==> src/logic/sei_map.svh <==
// Constants for the serial error and interrupt block
`ifndef SEI_MAP_SVH
`define SEI_MAP_SVH
`define SEI_BYTE_W 8
`define SEI_BIT_CNT_W 4
`define SEI_BITS_PER_BYTE 4'h8
`define SEI_OVR_BIT_IDX 4'h7
`define SEI_FIFO_DEPTH 4
`endif

==> src/logic/sei_pkg.sv <==
// Types for the serial error and interrupt block
package sei_pkg;
  typedef enum logic [1:0] {
    SEI_IDLE,
    SEI_ACTIVE,
    SEI_TAIL
  } sei_xfer_t;
endpackage : sei_pkg

==> src/logic/sei_fifo.sv <==
// Small FIFO for received bytes
`timescale 1ns/1ns
`default_nettype none
module sei_fifo #(
  parameter int WIDTH = 8,
  parameter int DEPTH = 4
) (
  input wire logic core_clk,
  input wire logic sys_rst,
  input wire logic in_valid,
  output logic in_ready,
  input wire logic [WIDTH-1:0] in_data,
  output logic out_valid,
  input wire logic out_ready,
  output logic [WIDTH-1:0] out_data
);
  localparam int AW = (DEPTH > 1) ? $clog2(DEPTH) : 1;
  logic [WIDTH-1:0] mem_ff [DEPTH];
  logic [AW-1:0] wr_ptr_ff;
  logic [AW-1:0] rd_ptr_ff;
  logic [AW:0] count_ff;
  logic push;
  logic pop;

  assign in_ready = (count_ff != (AW+1)'(DEPTH));
  assign out_valid = (count_ff != '0);
  assign push = in_valid && in_ready;
  assign pop = out_valid && out_ready;
  assign out_data = mem_ff[rd_ptr_ff];

  always_ff @(posedge core_clk) begin
    if (push) begin
      mem_ff[wr_ptr_ff] <= in_data;
    end
  end

  always_ff @(posedge core_clk) begin
    if (sys_rst) begin
      wr_ptr_ff <= '0;
      rd_ptr_ff <= '0;
      count_ff <= '0;
    end else begin
      if (push) begin
        wr_ptr_ff <= (wr_ptr_ff == AW'(DEPTH - 1)) ? '0 : wr_ptr_ff + 1'b1;
      end
      if (pop) begin
        rd_ptr_ff <= (rd_ptr_ff == AW'(DEPTH - 1)) ? '0 : rd_ptr_ff + 1'b1;
      end
      count_ff <= count_ff + (AW+1)'(push) - (AW+1)'(pop);
    end
  end
endmodule : sei_fifo
`default_nettype wire

==> src/logic/sei_core.sv <==
// Serial error detection and interrupt request logic
// Summary of operation
// - Overflow sets when received data unread at bit-1 capture of next byte.
// - On overflow the new byte is dropped; old unread byte stays readable.
// - Error enable gates overflow and mode fault together onto one request.
// - Mode fault sets only with its enable; clearing enable keeps flag.
// - Master with mode fault enable: select low sets mode fault.
// - Master fault: module off, tx empty set, counter cleared, pins released.
// - Mode fault never changes master select.
// - Slave: select rising during transfer sets mode fault.
// - Phase 0: transfer starts at select fall, ends idle after bit eight.
// - Phase 1: starts at clock leaving idle with select low.
// - Phase 0 select/deselect without clocks faults; phase 1 does not.
// - Slave fault raises error request, leaves module enable and state alone.
// - Deselected slave floats its data output and ignores clock edges.
// - Mode fault clears by status read then control write, without fault.
// - Tx enable lets tx empty drive transmitter request.
// - Rx enable lets receiver full drive receiver request only when enabled.
// - Receiver full sets on each byte moved into receive data.
// - Tx empty sets on each byte moved from transmit data to shifter.
// - Receiver full, mode fault and overflow share one vector.
// - Overflow and mode fault requests need error enable only; fault enable gates the flag.
`timescale 1ns/1ns
`default_nettype none
`include "sei_map.svh"
module sei_core
  import sei_pkg::*;
#(
  parameter int BYTE_W = `SEI_BYTE_W,
  parameter int FIFO_DEPTH = `SEI_FIFO_DEPTH
) (
  input wire logic core_clk,
  input wire logic sys_rst,
  input wire logic module_enable_set,
  input wire logic module_enable_clr,
  input wire logic master_select,
  input wire logic clock_phase,
  input wire logic clock_polarity,
  input wire logic mode_fault_enable,
  input wire logic error_irq_enable,
  input wire logic tx_irq_enable,
  input wire logic rx_irq_enable,
  input wire logic status_read,
  input wire logic control_write,
  input wire logic data_read,
  input wire logic data_write,
  input wire logic [BYTE_W-1:0] tx_data,
  input wire logic slave_select_n,
  input wire logic serial_clock_pin,
  input wire logic mosi_in,
  output logic miso_out,
  output logic miso_oe,
  output logic port_owned,
  output logic module_enable,
  output logic overflow_flag,
  output logic mode_fault_flag,
  output logic receiver_full_flag,
  output logic transmitter_empty_flag,
  output logic [BYTE_W-1:0] rx_data,
  output logic tx_irq,
  output logic rx_err_irq,
  output logic [`SEI_BIT_CNT_W-1:0] bit_count
);
  sei_xfer_t state_ff;
  logic module_enable_ff;
  logic ovr_ff;
  logic mode_fault_flag_ff;
  logic rxf_ff;
  logic txe_ff;
  logic clr_armed_ff;
  logic ss_n_ff;
  logic sck_ff;
  logic [`SEI_BIT_CNT_W-1:0] cnt_ff;
  logic [BYTE_W-1:0] shift_ff;
  logic [BYTE_W-1:0] tx_buf_ff;
  logic [BYTE_W-1:0] rx_data_ff;
  logic miso_ff;
  logic sck_idle;
  logic sck_lead;
  logic sck_trail;
  logic ss_fall;
  logic ss_rise;
  logic slave_sel;
  logic capture;
  logic byte_done;
  logic fault_cond;
  logic master_cond;
  logic slave_cond;
  logic set_mode_fault_flag;
  logic master_fault;
  logic start_xfer;
  logic ovr_event;
  logic rx_push;
  logic fifo_in_ready;
  logic fifo_out_valid;
  logic [BYTE_W-1:0] fifo_out_data;
  logic load_rx;

  // Edges of the pins, sampled on core_clk
  assign sck_idle = (serial_clock_pin == clock_polarity);
  assign sck_lead = (sck_ff == clock_polarity) && !sck_idle;
  assign sck_trail = (sck_ff != clock_polarity) && sck_idle;
  assign ss_fall = ss_n_ff && !slave_select_n;
  assign ss_rise = !ss_n_ff && slave_select_n;
  assign slave_sel = module_enable_ff && !master_select && !slave_select_n;
  // Capture on leading edge in phase 0, trailing edge in phase 1
  assign capture = slave_sel && (state_ff == SEI_ACTIVE) && (clock_phase ? sck_trail : sck_lead);
  assign byte_done = capture && (cnt_ff == `SEI_BITS_PER_BYTE - 4'h1);
  assign start_xfer = slave_sel && (state_ff == SEI_IDLE) &&
    (clock_phase ? sck_lead : ss_fall);

  // Fault conditions; phase 1 selected with no clocks is not a transfer
  // Master condition is a level that still blocks the clear after shutdown
  assign master_cond = master_select && !slave_select_n;
  assign slave_cond = !master_select && module_enable_ff && ss_rise &&
    (state_ff != SEI_IDLE);
  assign fault_cond = master_cond || slave_cond;
  assign set_mode_fault_flag = fault_cond && mode_fault_enable && module_enable_ff;
  assign master_fault = set_mode_fault_flag && master_select;

  // Overflow is judged at the bit-1 capture, one before the last bit
  assign ovr_event = capture && (cnt_ff == `SEI_OVR_BIT_IDX - 4'h1) && rxf_ff;

  always_ff @(posedge core_clk) begin
    if (sys_rst) begin
      ss_n_ff <= 1'b1;
      // Idle level, so no false clock edge follows reset
      sck_ff <= clock_polarity;
    end else begin
      ss_n_ff <= slave_select_n;
      sck_ff <= serial_clock_pin;
    end
  end

  // Module enable; slave fault leaves it set
  always_ff @(posedge core_clk) begin
    if (sys_rst) begin
      module_enable_ff <= 1'b0;
    end else if (master_fault || module_enable_clr) begin
      module_enable_ff <= 1'b0;
    end else if (module_enable_set) begin
      module_enable_ff <= 1'b1;
    end
  end

  // Transfer tracker; disable aborts it
  always_ff @(posedge core_clk) begin
    if (sys_rst || !module_enable_ff || master_fault) begin
      state_ff <= SEI_IDLE;
      cnt_ff <= '0;
    end else begin
      case (state_ff)
        SEI_IDLE: begin
          if (start_xfer) begin
            state_ff <= SEI_ACTIVE;
            cnt_ff <= '0;
          end
        end
        SEI_ACTIVE: begin
          if (byte_done) begin
            state_ff <= SEI_TAIL;
          end
          if (capture) begin
            cnt_ff <= cnt_ff + 4'h1;
          end
        end
        SEI_TAIL: begin
          if (sck_idle || slave_select_n) begin
            state_ff <= SEI_IDLE;
          end
        end
        default: state_ff <= SEI_IDLE;
      endcase
    end
  end

  // Shifter and transmit buffer
  always_ff @(posedge core_clk) begin
    if (sys_rst || !module_enable_ff) begin
      shift_ff <= '0;
      tx_buf_ff <= '0;
      txe_ff <= 1'b1;
      miso_ff <= 1'b0;
    end else begin
      if (data_write && txe_ff) begin
        tx_buf_ff <= tx_data;
      end
      // Master fault set wins over a write in the same cycle
      if (master_fault) begin
        txe_ff <= 1'b1;
      end else if (data_write && txe_ff) begin
        txe_ff <= 1'b0;
      end
      if (start_xfer) begin
        shift_ff <= txe_ff ? shift_ff : tx_buf_ff;
        miso_ff <= txe_ff ? shift_ff[BYTE_W-1] : tx_buf_ff[BYTE_W-1];
        if (!txe_ff) begin
          txe_ff <= 1'b1;
        end
      end else if (capture) begin
        shift_ff <= {shift_ff[BYTE_W-2:0], mosi_in};
        miso_ff <= shift_ff[BYTE_W-2];
      end
    end
  end

  // Received bytes queue, dropped on overflow
  assign rx_push = byte_done && !ovr_ff && !ovr_event;
  assign load_rx = fifo_out_valid && !rxf_ff;

  sei_fifo #(.WIDTH(BYTE_W), .DEPTH(FIFO_DEPTH)) u_rx_fifo (
    .core_clk(core_clk),
    .sys_rst(sys_rst),
    .in_valid(rx_push),
    .in_ready(fifo_in_ready),
    .in_data({shift_ff[BYTE_W-2:0], mosi_in}),
    .out_valid(fifo_out_valid),
    .out_ready(load_rx),
    .out_data(fifo_out_data)
  );

  always_ff @(posedge core_clk) begin
    if (sys_rst) begin
      rx_data_ff <= '0;
      rxf_ff <= 1'b0;
    end else if (load_rx) begin
      rx_data_ff <= fifo_out_data;
      rxf_ff <= 1'b1;
    end else if (data_read) begin
      rxf_ff <= 1'b0;
    end
  end

  // Overflow clears by status read then data read; set wins
  always_ff @(posedge core_clk) begin
    if (sys_rst) begin
      ovr_ff <= 1'b0;
    end else if (ovr_event || (byte_done && !fifo_in_ready)) begin
      ovr_ff <= 1'b1;
    end else if (clr_armed_ff && data_read) begin
      ovr_ff <= 1'b0;
    end
  end

  // Clear sequence armed by status read; fault breaks it
  always_ff @(posedge core_clk) begin
    if (sys_rst || fault_cond) begin
      clr_armed_ff <= 1'b0;
    end else if (status_read) begin
      clr_armed_ff <= 1'b1;
    end else if (control_write || data_read) begin
      clr_armed_ff <= 1'b0;
    end
  end

  // Mode fault flag; master_select is an input and untouched
  always_ff @(posedge core_clk) begin
    if (sys_rst) begin
      mode_fault_flag_ff <= 1'b0;
    end else if (set_mode_fault_flag) begin
      mode_fault_flag_ff <= 1'b1;
    end else if (clr_armed_ff && control_write && !fault_cond) begin
      mode_fault_flag_ff <= 1'b0;
    end
  end

  // Requests; all receive side events share one output
  assign tx_irq = tx_irq_enable && txe_ff;
  assign rx_err_irq = (rx_irq_enable && rxf_ff && module_enable_ff) ||
    (error_irq_enable && (ovr_ff || mode_fault_flag_ff));

  assign miso_out = miso_ff;
  assign miso_oe = slave_sel;
  assign port_owned = module_enable_ff;
  assign module_enable = module_enable_ff;
  assign overflow_flag = ovr_ff;
  assign mode_fault_flag = mode_fault_flag_ff;
  assign receiver_full_flag = rxf_ff;
  assign transmitter_empty_flag = txe_ff;
  assign rx_data = rx_data_ff;
  assign bit_count = cnt_ff;

  chk_master_fault_off: assert property (@(posedge core_clk) disable iff (sys_rst)
    master_fault |=> !module_enable_ff && txe_ff && cnt_ff == '0)
    else $error("master fault did not shut down");
  chk_master_irq: assert property (@(posedge core_clk) disable iff (sys_rst)
    (master_fault && error_irq_enable) |=> (rx_err_irq || !error_irq_enable))
    else $error("master fault request missing");
  chk_mode_fault_flag_needs_en: assert property (@(posedge core_clk) disable iff (sys_rst)
    $rose(mode_fault_flag_ff) |-> $past(mode_fault_enable))
    else $error("mode fault set without enable");
  chk_mode_fault_flag_blocked: assert property (@(posedge core_clk) disable iff (sys_rst)
    (!mode_fault_enable && !mode_fault_flag_ff) |=> !mode_fault_flag_ff)
    else $error("mode fault set while blocked");
  chk_slave_fault_keep: assert property (@(posedge core_clk) disable iff (sys_rst)
    (set_mode_fault_flag && !master_select && !module_enable_clr) |=> module_enable_ff)
    else $error("slave fault cleared enable");
  chk_ovr_keeps_data: assert property (@(posedge core_clk) disable iff (sys_rst)
    ovr_event |-> !rx_push)
    else $error("overflow byte not dropped");
  chk_ovr_sets: assert property (@(posedge core_clk) disable iff (sys_rst)
    ovr_event |=> ovr_ff)
    else $error("overflow not flagged");
  chk_miso_float: assert property (@(posedge core_clk) disable iff (sys_rst)
    slave_select_n |-> !miso_oe && !capture)
    else $error("deselected slave active");
  chk_deselect_frozen: assert property (@(posedge core_clk) disable iff (sys_rst)
    (slave_select_n && module_enable_ff && !master_fault && state_ff == SEI_ACTIVE) |=>
    $stable(cnt_ff))
    else $error("deselected slave counted a clock");
  chk_phase1_quiet: assert property (@(posedge core_clk) disable iff (sys_rst)
    (clock_phase && state_ff == SEI_IDLE && !sck_lead) |=> state_ff == SEI_IDLE)
    else $error("phase 1 transfer began without clock");
  chk_err_irq: assert property (@(posedge core_clk) disable iff (sys_rst)
    (error_irq_enable && (ovr_ff || mode_fault_flag_ff)) |-> rx_err_irq)
    else $error("error request missing");
  chk_tx_irq: assert property (@(posedge core_clk) disable iff (sys_rst)
    tx_irq == (tx_irq_enable && txe_ff))
    else $error("tx request wrong");
  chk_rx_irq_gate: assert property (@(posedge core_clk) disable iff (sys_rst)
    (!module_enable_ff && !error_irq_enable) |-> !rx_err_irq)
    else $error("rx request while disabled");
  chk_rx_full_load: assert property (@(posedge core_clk) disable iff (sys_rst)
    load_rx |=> rxf_ff && rx_data_ff == $past(fifo_out_data))
    else $error("received byte not loaded");
  chk_txe_on_load: assert property (@(posedge core_clk) disable iff (sys_rst)
    (start_xfer && !txe_ff) |=> txe_ff)
    else $error("tx empty not set on shifter load");
  chk_mode_fault_flag_hold: assert property (@(posedge core_clk) disable iff (sys_rst)
    (mode_fault_flag_ff && !control_write) |=> mode_fault_flag_ff)
    else $error("mode fault cleared without write");
  chk_clear_blocked: assert property (@(posedge core_clk) disable iff (sys_rst)
    (fault_cond && mode_fault_flag_ff) |=> mode_fault_flag_ff)
    else $error("mode fault cleared during fault");

  cov_master_fault: cover property (@(posedge core_clk) disable iff (sys_rst) master_fault);
  cov_phase1_start: cover property (@(posedge core_clk) disable iff (sys_rst)
    start_xfer && clock_phase);
  cov_slave_fault: cover property (@(posedge core_clk) disable iff (sys_rst)
    set_mode_fault_flag && !master_select);
  cov_overflow: cover property (@(posedge core_clk) disable iff (sys_rst) ovr_event);
  cov_byte: cover property (@(posedge core_clk) disable iff (sys_rst) load_rx);
endmodule : sei_core
`default_nettype wire

==> config.mk <==
export PLATFORM = sky130hd
export DESIGN_NAME = sei_core
export DESIGN_NICKNAME = d
export VERILOG_FILES = /design/src/logic/sei_pkg.sv /design/src/logic/sei_fifo.sv /design/src/logic/sei_core.sv
export VERILOG_INCLUDE_DIRS = /design/src /design/src/logic
export SDC_FILE = /design/constraint.sdc
export NUM_CORES = 1
export LEC_CHECK = 0
export CAP_MARGIN = 25
export CORE_MARGIN = 2
export CORE_UTILIZATION = 40
export CTS_CLUSTER_SIZE = 20
export DETAILED_ROUTE_END_ITERATION = 8
export DONT_BUFFER_PORTS = 1
export GPL_TIMING_DRIVEN = 0
export HOLD_SLACK_MARGIN = 0.02
export PLACE_DENSITY = 0.62
export SYNTH_ARGS = -nofsm -noshare
export SYNTH_HDL_FRONTEND = slang
export SYNTH_SLANG_ARGS = --single-unit
==> constraint.sdc <==
create_clock -name core_clk -period 3.3 [get_ports core_clk]
set_input_delay 0.165 -clock core_clk [delete_from_list [all_inputs] [get_ports core_clk]]
set_output_delay 0.165 -clock core_clk [all_outputs]
set_load 0.03 [all_outputs]
==> results of run 1 <==
==> layout make-up <==
cell class | instances | area, sq um
flip-flops and latches | 78 | 1880
repair buffers | 17 | 170
well taps | 105 | 131
clock inverters | 7 | 105
fillers | 779 | 4310
plain buffers | 13 | 57.6
clock buffers | 9 | 124
inverters | 11 | 41.3
multi-input cells | 198 | 1440
==> metal layers <==
metal | track usage (%) | vias to the layer above | wire length (um)
li1 | - | 1156 | -
met2 | 24.7 | 40 | 3110
met3 | 4.19 | 8 | 284
met1 | 20.3 | 1069 | 3140
met4 | 5.63 | 0 | 96
met5 | 0 | - | 0
==> sequential cells by signal, summed over array words and instances (netlist names) <==
signal / flops
rx_data: 8
u_rx_fifo.count_ff: 3
u_rx_fifo.wr_ptr_ff: 2
u_rx_fifo.rd_ptr_ff: 2
module_enable: 1
sck_ff: 1
miso_out: 1
transmitter_empty_flag: 1
clr_armed_ff: 1
u_rx_fifo.mem_ff: 32
tx_buf_ff: 8
overflow_flag: 1
shift_ff: 8
receiver_full_flag: 1
mode_fault_flag: 1
ss_n_ff: 1
bit_count: 4
state_ff: 2
==> synthesized netlist by cell type, types with 3 or more instances <==
| cell | count | area (sq um) |
|---|---|---|
| inv_1 | 10 | 37.5 |
| mux4_2 | 8 | 180 |
| or2_2 | 5 | 31.3 |
| nand2_1 | 35 | 131 |
| a21oi_1 | 36 | 180 |
| ha_1 | 9 | 113 |
| o21ai_0 | 4 | 20.0 |
| nor3_1 | 3 | 15.0 |
| nand3_1 | 18 | 90.1 |
| nor2_1 | 13 | 48.8 |
| and2_1 | 6 | 37.5 |
| nand3b_1 | 3 | 22.5 |
| nor2b_1 | 4 | 25.0 |
| edfxtp_1 | 32 | 961 |
| a211oi_2 | 7 | 87.6 |
| buf_2 | 4 | 20.0 |
| clkbuf_1 | 6 | 22.5 |
| dfxtp_1 | 46 | 921 |
| mux2i_1 | 8 | 80.1 |
| nand2b_1 | 3 | 18.8 |
==> timing repair <==
| item | CTS | global route |
|---|---|---|
| endpoints found under the hold margin | 19 | 0 |
| hold buffers | 17 | 0 |
| gates resized for setup | 0 | 0 |
==> worst register-to-register path, cell delays in order, from the launching register on <==
cell      delay, ns
dfxtp_1        0.66
nand3b_1       0.38
inv_1          0.21
nand3_1        0.13
nor3_2         0.40
ha_1           0.23
inv_1          0.05
fa_1           0.37
xor2_1         0.18
xnor2_1        0.14
nor2_1         0.05
==> where the power goes <==
part / switching, mW / internal, mW / total (mW)
registers: 0.00673 / 0.999 / 1.01
clock network: 0.362 / 0.439 / 0.801
logic: 0.0365 / 0.0315 / 0.0680
total: 0.405 / 1.47 / 1.87
==> worst max path at each step <==
stage                     slack (ns)                          endpoint                        from
after floorplan                 0.77  u_rx_fifo.count_ff[2]$_SDFF_PP0_   bit_count[0]$_SDFFE_PP0P_
after global placement          0.44  u_rx_fifo.count_ff[2]$_SDFF_PP0_  module_enable$_SDFFE_PP0P_
after detailed placement        0.42  u_rx_fifo.count_ff[2]$_SDFF_PP0_  module_enable$_SDFFE_PP0P_
after CTS                       0.39  u_rx_fifo.count_ff[2]$_SDFF_PP0_  module_enable$_SDFFE_PP0P_
after global routing            0.13  u_rx_fifo.count_ff[2]$_SDFF_PP0_  module_enable$_SDFFE_PP0P_
final                           0.39  u_rx_fifo.count_ff[2]$_SDFF_PP0_  module_enable$_SDFFE_PP0P_
==> kinds of logic after synthesis <==
| logic type | count (synthesis) |
|---|---|
| compound gates | 65 |
| fa+ha+maj | 10 |
| mux | 19 |
| simple gates | 100 |
| xor+xnor | 4 |
| flops | 78 |
| buf+inv | 24 |
==> metrics by stage <==
stage | total power, mW | setup WS, ns
final | 1.87 | 0.385
after global routing | 1.95 | 0.128
after CTS | 1.91 | 0.389
after detailed placement | 1.08 | 0.418
after global placement | 1.08 | 0.441
after floorplan | 1.07 | 0.773
==> results by group, run 1 <==
Outcome
  • Status: completed

Placed design
  • Port bufs: 0
  • Area of placed instances: 0.00355 sq mm
  • DP HPWL: 4650 um
  • Routability cong.: 0.760
  • Cell total after placement: 405

Synth
  • Net Count, Synth: 336
  • Synth Register Bits: 78
  • Synth cell types: 52
  • Part of the Yosys area used for sequential elements: 55.0%
  • EDFF count, synth: 32
  • Synth Area in Simple Gates: 15.0%
  • Syn Area/Cell: 11.4 sq um
  • Mapped Cells: 300
  • Synth Area in XOR/XNOR: 1.24%
  • Asr flop ratio synth: 0%
  • Synthesized area: 0.00342 sq mm
  • Main combinational cell family by area after synthesis: simple AND/OR/NAND/NOR gates
  • Post-synthesis adder-cell area fraction: 3.88%
  • Synth warn: 0
  • Synth Area in Compound Gates: 13.1%
  • Synth Flop Type: dfxtp_1
  • Mux contribution to synthesized area: 8.93%

STA
  • Crit path time final: 2.91 ns
  • Final hold vios: 0
  • Rel. slew slack: 60.0%
  • FMAX: 343 MHz
  • Setup_tns: 0 ns
  • Hold slack final: 0.0510 ns
  • RSZ-0062 raised after global routing: no
  • Final slew viol count: 0
  • Worst-case clock skew: 0.00778 ns
  • Crit share post-route: 88.3%
  • Final setup vio count: 0
  • Slew @ Worst Pin: 0.601 ns

Finish
  • # diodes: 0
  • Layout overhead on the synthesized area: 15.5%
  • Nets@finish: 364
  • Final Util: 47.8%
  • Most common cell after layout, fill and taps aside: dfxtp_1
  • Layout cells sized above 1: 15.0%
  • Commonest non-fill, non-tap cells in the layout: dfxtp_1, a21oi_1, nand2_1, edfxtp_1, nand3_1
  • Finished Cell Area: 0.00395 sq mm
  • Finished Layout Cells: 438

Worst setup path
  • Worst Path Max Fanout: 9
  • Critical path class: reg -> reg
  • CP Capture Type: flip-flop
  • R2r worst-path depth: 10
  • Internal reg-to-reg setup slack: 0.39 ns
  • Max incr delay on CP: 0.66 ns
  • CP startpoint kind: flip-flop
  • FF-to-FF End: u_rx_fifo.count_ff[2]$_SDFF_PP0_
  • RR Startpoint: module_enable$_SDFFE_PP0P_
  • Cell count along the critical path: 10
  • Crit path buf inv count: 2
  • Slowest CP cell: dfxtp_1
  • Cell chain of the critical path: nand3b_1 > inv_1 > nand3_1 > nor3_2 > ha_1 > inv_1 > fa_1 > xor2_1 > xnor2_1 > nor2_1
  • CP most frequent cell: inv_1
  • CP Data Required Time: 3.52 ns
  • CP top delay family: simple AND/OR/NAND/NOR gates
  • WP data arrival: 3.13 ns

Hold path
  • Hold EP: state_ff[1]$_SDFFE_PP0P_
  • Hold Path Depth: 3
  • Hold Crit Start: clock_polarity
  • Type of the tightest min-delay check: in -> reg

Die
  • Die X: 96.5 um
  • Die Y: 96.5 um
  • Core Area: 0.00826 sq mm
  • Site Rows: 33
  • # IOs: 48
  • Initial Util: 41.4%
  • Total die area: 0.00930 sq mm

CTS
  • CTS tree: built
  • Post-CTS Repair Setup Buffers: 0
  • CTS max path bufs: 2
  • Clock slew seen by the registers of the worst setup and hold paths: 0.08 ns
  • H-tree depth: 3
  • Clk Tree Root Cell: clkbuf_8
  • Num CTS Buffers: 9
  • Worst-Skew Late Latency: 0.35 ns
  • Clock sinks: 78

Detailed routing
  • Final WL: 6630 um
  • Vias: 2273
  • Drt first-iter violations: 135
  • Pre-antenna DRT Iters: 4
  • Per-cell routed wire length: 15.1 um
  • DRC violations left: 0
  • Vias/cell: 5.19
  • Routed Antenna Nets: 0

Power and ir drop
  • P per Cell Area: 475 mW/mm^2
  • Pleak: 1.24 nW
  • Max VDD drop: 281 uV

Global routing
  • Initial antenna violation count: 0
  • Largest net degree at the start of global routing: 16
  • Final global-route overflow total: 0
  • Vias in the first global route: 2220
  • GRT Util Overall: 15.5%
  • Global-route wire length before repair: 10700 um

Run
  • Maxcap violations: 0
No activity file was read; power rests on OpenSTA's default activity.
==> run 2, diff against run 1 <==
- PLACE_DENSITY: 0.62 -> 0.59
- SETUP_SLACK_MARGIN: default -> 0.4
==> results by group, run 2 (synthesis gave the netlist of run 1 again) <==
Outcome
  • Status: completed

Finish
  • Layout overhead on the synthesized area: 14.7%
  • Nets@finish: 364
  • Layout cells sized above 1: 14.7%
  • Max FFs per register: 32
  • Most flops, register: u_rx_fifo.mem_ff
  • # fillers: 772
  • Most common cell after layout, fill and taps aside: dfxtp_1
  • Finished Layout Cells: 438
  • Commonest non-fill, non-tap cells in the layout: dfxtp_1, a21oi_1, nand2_1, edfxtp_1, nand3_1
  • # diodes: 0

Power and ir drop
  • Combinational cell fraction of total power: 3.8%
  • Internal power: 1.40 mW
  • Max VDD drop: 204 uV
  • Sw power: 366 uW
  • Clock share of power: 39.2%
  • Pleak: 1.22 nW
  • Sequential Power Share: 57.0%
  • P per Cell Area: 450 mW/mm^2
  • Sw Share: 20.8%

Placed design
  • Cell total after placement: 405
  • Routability cong.: 0.700
  • Place WS: 0.397 ns
  • DP HPWL: 4800 um
  • Port bufs: 0

CTS
  • Num CTS Buffers: 9
  • CTS max path bufs: 2
  • Clock sinks: 78
  • H-tree depth: 3
  • Clk Tree Root Cell: clkbuf_8
  • CTS tree: built
  • Worst-Skew Late Latency: 0.34 ns
  • Clock slew seen by the registers of the worst setup and hold paths: 0.07 ns
  • Post-CTS Repair Setup Buffers: 0

Worst setup path
  • Worst setup startpoint: module_enable$_SDFFE_PP0P_
  • Max incr delay on CP: 0.50 ns
  • Critical path class: reg -> reg
  • WP data arrival: 2.85 ns
  • Worst Path Max Fanout: 9
  • CP startpoint kind: flip-flop
  • CP most frequent cell: inv_1
  • Slowest CP cell: dfxtp_2
  • CP Data Required Time: 3.51 ns
  • CP Capture Type: flip-flop
  • RR Startpoint: module_enable$_SDFFE_PP0P_
  • Cell chain of the critical path: nand3b_1 > inv_1 > nand3_1 > nor3_4 > ha_1 > inv_1 > fa_1 > xor2_1 > xnor2_1 > nor2_1

Global routing
  • Vias in the first global route: 2187
  • GRT Util Overall: 15.9%
  • Initial antenna violation count: 0
  • Largest net degree at the start of global routing: 13
  • Global-route wire length before repair: 11000 um
  • Final global-route overflow total: 0

Detailed routing
  • DRC violations left: 0
  • Vias/cell: 5.26
  • Per-cell routed wire length: 15.3 um
  • Pre-antenna DRT Iters: 4
  • Final WL: 6700 um
  • Routed Antenna Nets: 0
  • Vias: 2304
  • Drt first-iter violations: 98

STA
  • FMAX: 379 MHz
  • Final slew viol count: 0
  • RSZ-0062 raised after global routing: no
  • Worst-case clock skew: 0.00808 ns
  • Rel. slew slack: 57.7%
  • Setup_tns: 0 ns
  • Final worst slack: 0.661 ns
  • Crit path time final: 2.64 ns
  • Final hold vios: 0
  • Final setup vio count: 0
  • Crit share post-route: 80.0%
  • Slew @ Worst Pin: 0.635 ns

Die
  • # IOs: 48
  • Die X: 96.5 um
  • Die Y: 96.5 um
  • Core Area: 0.00826 sq mm
  • Site Rows: 33
  • Total die area: 0.00930 sq mm
  • Initial Util: 41.4%

Run
  • Maxcap violations: 0

Hold path
  • Hold Crit Start: clock_polarity
  • Type of the tightest min-delay check: in -> reg
[run 2: worst max-delay path: cells and delay by family, from the launching register on]
kind          cells  cell delay [ns]
xor+xnor          2             0.30
simple gates      4             0.88
fa+ha+maj         2             0.57
flops             1             0.50
buf+inv           2             0.26
[run 2: worst paths after layout]
path | to | slack (ns) | depth (start not counted)
max | u_rx_fifo.count_ff[2]$_SDFF_PP0_ | 0.66 | 10
min | state_ff[1]$_SDFFE_PP0P_ | 0.05 | 3
max reg2reg | u_rx_fifo.count_ff[2]$_SDFF_PP0_ | 0.66 | 10
min reg2reg | tx_buf_ff[2]$_SDFFE_PP0P_ | 0.46 | 2
[run 2: metrics by stage]
stage | total power [mW] | utilization (%) | instance area (sq um) | hold WS, ns
after CTS | 1.79 | 47.4 | 3910 | 0.0341
after detailed placement | 1.08 | 43.0 | 3550 | 0.251
after global placement | 1.08 | 43.0 | 3550 | 0.249
final | 1.76 | 47.5 | 3920 | 0.0535
after floorplan | 1.07 | - | 3420 | 0.248
after global routing | 1.84 | 47.5 | 3920 | 0.0578
[run 2: per-layer routing]
metal / vias up / part of all wire (%) / GRT usage, %
met4: 0 / 0.66 / 4.93
li1: 1154 / - / -
met3: 4 / 3.4 / 4.81
met5: - / 0 / 0
met2: 37 / 49 / 24.9
met1: 1109 / 47 / 21.2
[run 2: final cells by class]
class                      count  area, sq um  area share (%)
sequential                    78         1880            48.1
multi-input combinational    198         1450            36.9
timing repair buffer          17          170            4.34
clock buffer                  12          145            3.70
tap                          105          131            3.35
buffer                        13         57.6            1.47
clock inverter                 4         46.3            1.18
inverter                      11         41.3            1.05
[run 2: timing repair]
item	4_1_cts	5_1_grt
endpoints found under the setup margin	1	1
hold endpoints to repair	19	0
hold buffers	17	0
gates resized for setup	1	2
[run 2: power by group through the flow]
stage / registers [mW] / clock network [mW] / logic, mW
2_1_floorplan: 1.03 / 0 / 0.0418
3_5_place_dp: 1.03 / 0 / 0.0506
4_1_cts: 1.01 / 0.714 / 0.0674
5_1_grt: 1.01 / 0.759 / 0.0738
6_report: 1.01 / 0.691 / 0.0671
3_3_place_gp: 1.03 / 0 / 0.0498
